$ cat config.mk
export PLATFORM = sky130hd
export DESIGN_NAME = pefs_top
export DESIGN_NICKNAME = d
export VERILOG_FILES = /design/src/logic/pefs_pkg.sv /design/src/logic/pefs_route.sv /design/src/logic/pefs_top.sv
export SDC_FILE = /design/constraint.sdc
export NUM_CORES = 1
export LEC_CHECK = 0
export BUFFER_PORTS_ARGS = -buffer_cell sky130_fd_sc_hd__buf_2
export CAP_MARGIN = 20
export CORE_UTILIZATION = 30
export CTS_BUF_LIST = sky130_fd_sc_hd__clkbuf_16
export DETAILED_ROUTE_END_ITERATION = 10
export GPL_ROUTABILITY_DRIVEN = 1
export HOLD_SLACK_MARGIN = 0.12
export SYNTH_ARGS = -nofsm -noshare
export SYNTH_HDL_FRONTEND = slang
export SYNTH_SLANG_ARGS = --single-unit
$ cat constraint.sdc
create_clock -name SYS_CLK -period 4.58 [get_ports SYS_CLK]
set_input_delay 0.916 -clock SYS_CLK [delete_from_list [all_inputs] [get_ports SYS_CLK]]
set_output_delay 0.916 -clock SYS_CLK [all_outputs]
set_load 0.01 [all_outputs]
$ cat src/logic/pefs_pkg.sv
// Package for the pad extended function selector bank.
// Assumes a 32-bit APB slave on one 40 MHz clock.
`default_nettype none
package pefs_pkg;
    localparam int unsigned DATA_W = 32;
    localparam int unsigned ADDR_W = 32;
    localparam int unsigned SEL_W = 6;
    localparam int unsigned PRI_W = 3;
    localparam int unsigned FIELDS_PER_REG = 4;
    localparam int unsigned FIELD_STRIDE = 8;
    localparam int unsigned NUM_REGS = 4;
    localparam int unsigned NUM_PINS = NUM_REGS * FIELDS_PER_REG;
    localparam logic [ADDR_W-1:0] BASE_ADDR = 32'h4000b1a0;
    localparam logic [ADDR_W-1:0] SEL0_ADDR = 32'h4000b1a0;
    localparam logic [ADDR_W-1:0] SEL1_ADDR = 32'h4000b1a4;
    localparam logic [ADDR_W-1:0] SEL2_ADDR = 32'h4000b1a8;
    localparam logic [ADDR_W-1:0] SEL3_ADDR = 32'h4000b1ac;
    localparam logic [DATA_W-1:0] SEL_RESET = 32'h3f3f3f3f;
    localparam logic [DATA_W-1:0] SEL_MASK = 32'h3f3f3f3f;
    localparam logic [SEL_W-1:0] FIELD_RESET = 6'h3f;
    localparam logic [PRI_W-1:0] PRI_EXTENDED = 3'h1;
    localparam logic [SEL_W-1:0] SEL_NONE = 6'h3f;
endpackage : pefs_pkg
`default_nettype wire

$ cat src/logic/pefs_route.sv
// Per-pin route gate: passes the extended selector only on the extended route.
// Assumes the primary selector comes from logic on the same clock.
`timescale 1ns/1ps
`default_nettype none
module pefs_route (
    input wire logic clk,
    input wire logic rst_n,
    input wire logic [pefs_pkg::PRI_W-1:0] primary_function_selector,
    input wire logic [pefs_pkg::SEL_W-1:0] extended_function_selector,
    output logic active,
    output logic [pefs_pkg::SEL_W-1:0] route
);
    logic active_nxt;
    logic [pefs_pkg::SEL_W-1:0] route_nxt;

    // Gate the extended selector by the primary field
    always_comb begin
        active_nxt = (primary_function_selector == pefs_pkg::PRI_EXTENDED); // [RULE_06]
        route_nxt = active_nxt ? extended_function_selector : pefs_pkg::SEL_NONE; // [RULE_03]
    end

    // Register the routed choice
    always_ff @(posedge clk or negedge rst_n) begin
        if (!rst_n) begin
            active <= 1'b0;
            route <= pefs_pkg::SEL_NONE;
        end else begin
            active <= active_nxt;
            route <= route_nxt;
        end
    end
endmodule // pefs_route
`default_nettype wire

$ cat src/logic/pefs_top.sv
// Pad extended function selector bank: four APB registers, sixteen 6-bit selectors.
// Assumes an APB master on SYS_CLK and primary selectors from the pin mux on the same clock.
//
// The APB interface to the registers is this design's own decision.
`timescale 1ns/1ps
`default_nettype none
// Operation
// RULE_01: Each register holds four 6-bit read/write selectors at 29:24, 21:16, 13:8, 5:0.
// RULE_02: Lowest pin of a register sits in bits 5:0, highest in 29:24.
// RULE_03: Extended selector drives a pin only while its primary field holds 1.
// RULE_04: Reset loads every selector register with 0x3F3F3F3F.
// RULE_05: Registers for pins 0-3, 4-7, 8-11 decode at 0x4000B1A0, A4, A8.
// RULE_06: Primary value 0x1 hands the pin to its extended selector.
// RULE_07: Register for pins 12-15 decodes at 0x4000B1AC, same layout.
// RULE_08: Unused bit pairs ignore writes and read as zero.
module pefs_top #(
    parameter int unsigned NUM_REGS = pefs_pkg::NUM_REGS
) (
    input wire logic SYS_CLK,
    input wire logic RESETN,
    input wire logic PSEL,
    input wire logic PENABLE,
    input wire logic PWRITE,
    input wire logic [pefs_pkg::ADDR_W-1:0] PADDR,
    input wire logic [pefs_pkg::DATA_W-1:0] PWDATA,
    input wire logic [3:0] PSTRB,
    output logic [pefs_pkg::DATA_W-1:0] PRDATA,
    output logic PREADY,
    output logic PSLVERR,
    input wire logic [NUM_REGS*pefs_pkg::FIELDS_PER_REG*pefs_pkg::PRI_W-1:0] PRIMARY_SEL,
    output logic [NUM_REGS*pefs_pkg::FIELDS_PER_REG-1:0] ROUTE_ACTIVE,
    output logic [NUM_REGS*pefs_pkg::FIELDS_PER_REG*pefs_pkg::SEL_W-1:0] EXTENDED_ROUTE
);
    localparam int unsigned PINS = NUM_REGS * pefs_pkg::FIELDS_PER_REG;

    // Elaboration check: the decoder serves one to four registers only
    generate
        if (NUM_REGS < 1 || NUM_REGS > pefs_pkg::NUM_REGS) begin : g_bad_regs
            $error("NUM_REGS out of range");
        end
    endgenerate

    // Word index of an address, or -1 when unmapped
    function automatic int reg_index(input logic [pefs_pkg::ADDR_W-1:0] a);
        int idx;
        idx = -1;
        unique case (a)
            pefs_pkg::SEL0_ADDR: idx = 0; // [RULE_05]
            pefs_pkg::SEL1_ADDR: idx = 1; // [RULE_05]
            pefs_pkg::SEL2_ADDR: idx = 2; // [RULE_05]
            pefs_pkg::SEL3_ADDR: idx = 3; // [RULE_07]
            default: idx = -1;
        endcase
        if (idx >= int'(NUM_REGS)) begin
            idx = -1;
        end
        return idx;
    endfunction

    logic [pefs_pkg::DATA_W-1:0] sel_r [NUM_REGS];
    logic [pefs_pkg::DATA_W-1:0] sel_nxt [NUM_REGS];
    logic [pefs_pkg::DATA_W-1:0] prdata_r, prdata_nxt;
    logic pready_r, pready_nxt;
    logic pslverr_r, pslverr_nxt;
    int widx;
    logic [pefs_pkg::DATA_W-1:0] strb_mask;

    // Access-phase decode: one wait state, access completes with PREADY
    always_comb begin
        widx = reg_index(PADDR);
        for (int b = 0; b < 4; b++) begin
            strb_mask[b*8 +: 8] = PSTRB[b] ? 8'hff : 8'h00;
        end
        prdata_nxt = '0;
        pready_nxt = 1'b0;
        pslverr_nxt = 1'b0;
        for (int i = 0; i < int'(NUM_REGS); i++) begin
            sel_nxt[i] = sel_r[i];
        end
        if (PSEL && PENABLE && !pready_r) begin
            pready_nxt = 1'b1;
            pslverr_nxt = (widx < 0);
            if (widx >= 0) begin
                if (PWRITE) begin
                    // Masked merge keeps reserved pairs at zero
                    sel_nxt[widx] = ((sel_r[widx] & ~strb_mask) | (PWDATA & strb_mask))
                                    & pefs_pkg::SEL_MASK; // [RULE_01] [RULE_08]
                end else begin
                    prdata_nxt = sel_r[widx] & pefs_pkg::SEL_MASK; // [RULE_08]
                end
            end
        end
    end

    // Register bank and bus answer
    always_ff @(posedge SYS_CLK or negedge RESETN) begin
        if (!RESETN) begin
            for (int i = 0; i < int'(NUM_REGS); i++) begin
                sel_r[i] <= pefs_pkg::SEL_RESET; // [RULE_04]
            end
            prdata_r <= '0;
            pready_r <= 1'b0;
            pslverr_r <= 1'b0;
        end else begin
            for (int i = 0; i < int'(NUM_REGS); i++) begin
                sel_r[i] <= sel_nxt[i];
            end
            prdata_r <= prdata_nxt;
            pready_r <= pready_nxt;
            pslverr_r <= pslverr_nxt;
        end
    end

    assign PRDATA = prdata_r;
    assign PREADY = pready_r;
    assign PSLVERR = pslverr_r;

    // One route gate per pin; field f of register r serves pin 4*r+f
    generate
        for (genvar p = 0; p < PINS; p++) begin : g_pin
            localparam int unsigned R = p / pefs_pkg::FIELDS_PER_REG;
            localparam int unsigned F = p % pefs_pkg::FIELDS_PER_REG;
            pefs_route u_route (
                .clk(SYS_CLK),
                .rst_n(RESETN),
                .primary_function_selector(PRIMARY_SEL[p*pefs_pkg::PRI_W +: pefs_pkg::PRI_W]),
                .extended_function_selector(sel_r[R][F*pefs_pkg::FIELD_STRIDE +: pefs_pkg::SEL_W]), // [RULE_02]
                .active(ROUTE_ACTIVE[p]),
                .route(EXTENDED_ROUTE[p*pefs_pkg::SEL_W +: pefs_pkg::SEL_W])
            );
        end
    endgenerate
endmodule // pefs_top
`default_nettype wire

==> reports/qor.csv <==
metric,value,unit
"Req. time, crit path",5.00,ns
yosys synthesis warning count,0,
CTS resizes,0,
crit-path cells,buf_2 -> nor4_4 -> nand4_1 -> nor4_1 -> nand2b_2 -> o31ai_1,
clk buf depth,3,
First-pass DRT Iterations,7,
Worst Hold Class,reg -> reg,
clock latency on the worst-skew pair,0.53,ns
Setup WS post-layout,1.53,ns
Initial Util,30.5,%
hold path depth,2,
synth unique cells,35,
Root Driver,clkbuf_16,
"Largest delay share family, worst path",simple AND/OR/NAND/NOR gates,
fraction of registers with async set/reset,100,%
xor/xnor share of the synthesized area,0,%
die area,34700,µm²
TritonCTS Buffers,27,
Core Rows,67,
maxcap violations,0,
FILL cells,3309,
initial antenna violation count,0,
Core ar.,33400,µm²
Synth Area in Compound Gates,18.8,%
worst r2r path cells,6,
min-delay src,sel_r[61],
Post-CTS Setup Bufs,0,
synthesized area,10200,µm²
setup TNS,0,ns
worst setup path startpoint,PADDR[21],
layout cells sized above 1,45.4,%
Peak VDD IR,0.000224,V
Avg Synthesized Cell Area,11.4,µm²
nets,1238,
largest family of logic cells by synthesized area,compound AO/OA/AOI/OAI gates,
max-slew violation count,0,
Post-Route Skew,0.00626,ns
initial DRC count,484,
Routed wire per std cell,19.1,µm
crit path capture type,flip-flop,
largest net degree at the start of global routing,130,
Multi-input gate area,3620,µm²
routed vias,8036,
unrepaired setup endpoints after global routing,false,
Final Hold Fails,0,
Arrival @ worst endpoint,3.46,ns
period utilization,66.5,%
RePlAce Congestion,0.767,
reg2reg start,PREADY,
Post-synth EDFFs,0,
status,completed,
Tmin final,3.05,ns
register area,6100,µm²
worst rel slew slack,27.5,%
post-synthesis cell count,897,
CTS Hold Bufs,0,
"Seq/Total Area, Yosys",59.8,%
TritonCTS clock tree,done,
WP buf/inv,1,
pwr dens,355,nW/µm²
mux share of post-synthesis cell area,2.36,%
CTS sink count,234,
Leakage,4.87,nW
drt via density,5.07,
Setup Viol. Count Final,0,
antenna fix cells,0,
IO Pins,267,
Buffers on Ports,250,
Crit Path Class,in -> reg,
post-DP HPWL,19.6,mm
slowest CP cell,nand4_1,
"slowest stage delay, CP",0.54,ns
Synth Area in Adders,0,%
CTS H-Tree Depth,1,
Routed WL,30.3,mm
Post-Place Worst Slack,0.969,ns
Routed Antenna Nets,0,
ys flop type,dfstp_2,
Max Clk Rate,328,MHz
"Max FO, Critical Path",24,
FF-to-FF setup slack,1.59,ns
Tightest Pin Transition,1.09,ns
Crit. path cell count,6,
Synth-to-Final Area Change,24.0,%
first-pass GRT wire length,47.0,mm
vias in the first global route,8107,
Die Y,186,µm
GRT Util Overall,17.2,%
Critical Path Source Type,primary input,
DRC Markers,0,
die width,186,µm
Post-Synth Simple-Gate Area,13.8,%
"FF+latch count, synth",234,
clk slew on worst S/H paths,0.06,ns
gr ovfl total,0,
==> registers in the layout, summed over array words and instances, names as in the netlist <==
register	count
PSLVERR	1
g_pin.u_route.route	96
sel_r	96
PRDATA	24
g_pin.u_route.active	16
PREADY	1
==> worst register-to-register path, cell delays in order (launching register included) <==
cell and delay [ns]:
dfrtp_1 0.37, and3b_1 0.37, nand2_1 0.52, buf_4 0.41
or3_1 0.76, o21ai_0 0.35, o31ai_1 0.12
==> cell type report <==
class	instances	share of cell area, %
inverter	25	0.742
clock inverter	22	1.29
multi-input combinational	558	28.6
tap	448	4.43
clock buffer	27	5.34
timing repair buffer	271	11.4
sequential	234	48.2
==> logic make-up after synthesis <==
logic type	count (synthesis)
compound gates	288
buf+inv	112
flops	234
mux	24
other cells	1
simple gates	238
==> Yosys cell counts, types with 16 or more instances <==
master	number	share of area, %
dfstp_2	192	49
clkbuf_1	53	2.0
a211oi_1	24	1.8
a21oi_1	72	3.5
buf_4	24	1.8
nor2b_1	24	1.5
a22oi_1	24	1.8
nor4_1	25	1.5
o21ai_0	24	1.2
mux2i_1	24	2.4
inv_1	25	0.92
o31ai_1	144	11
nor3b_1	16	1.2
nand2_1	74	2.7
dfrtp_1	42	10
nand2b_1	74	4.5
==> path summary, 6_finish.rpt <==
kind	to
min in group asynchronous	g_pin[1].u_route.active
hold / removal	sel_r[61]
max in group asynchronous	sel_r[85]
hold reg to reg	sel_r[61]
setup / recovery	sel_r[85]
setup reg to reg	sel_r[124]
==> metrics by stage <==
step                      instance area [µm²]  power, W  cells  hold slack, ns  utilization, %
after floorplan                         10200   0.00231    904           0.456               -
after global placement                  11800   0.00247   1531           0.469            35.2
after detailed placement                11800   0.00248   1531           0.474            35.2
after CTS                               12600   0.00455   1580           0.483            37.7
after global routing                    12600   0.00467   1585           0.504            37.8
final                                   12600   0.00449   1585           0.480            37.8
==> report_power, final <==
group / total (W) / switching, W / internal (W) / leakage, nW
registers: 0.00215 / 0.00000965 / 0.00214 / 2.58
logic: 0.000296 / 0.000193 / 0.000103 / 1.86
clock network: 0.00204 / 0.000861 / 0.00118 / 0.427
==> metal layers <==
metal  routed length (µm)  share of wire [%]  vias up  GRT usage [%]
li1                     -                  -     3684              -
met1                13800                 45     3982           23.7
met2                14000                 46      314           27.9
met3                 1880                6.2       56           2.76
met5                    0                  0        -              0
met4                  679                2.2        0           4.77
==> layout by cell type, fill, tap and decap left out, drive strengths merged <==
cell	instances
dfrtp	42
clkbuf	29
o31ai	144
clkinv	12
nand4b	1
mux2i	24
dfstp	192
o21ai	24
and4	2
nand4	3
a21oi	72
nor4	27
a211oi	24
nand2b	74
or4	1
and2	2
nand3	1
nor4bb	2
nor2	2
conb	8
nand2	75
nor2b	24
buf	269
a22oi	24
nor3b	16
and3b	1
inv	30
or3	3
bufinv	2
nor4b	4
clkinvlp	3
(Power assumes the default switching activity.)
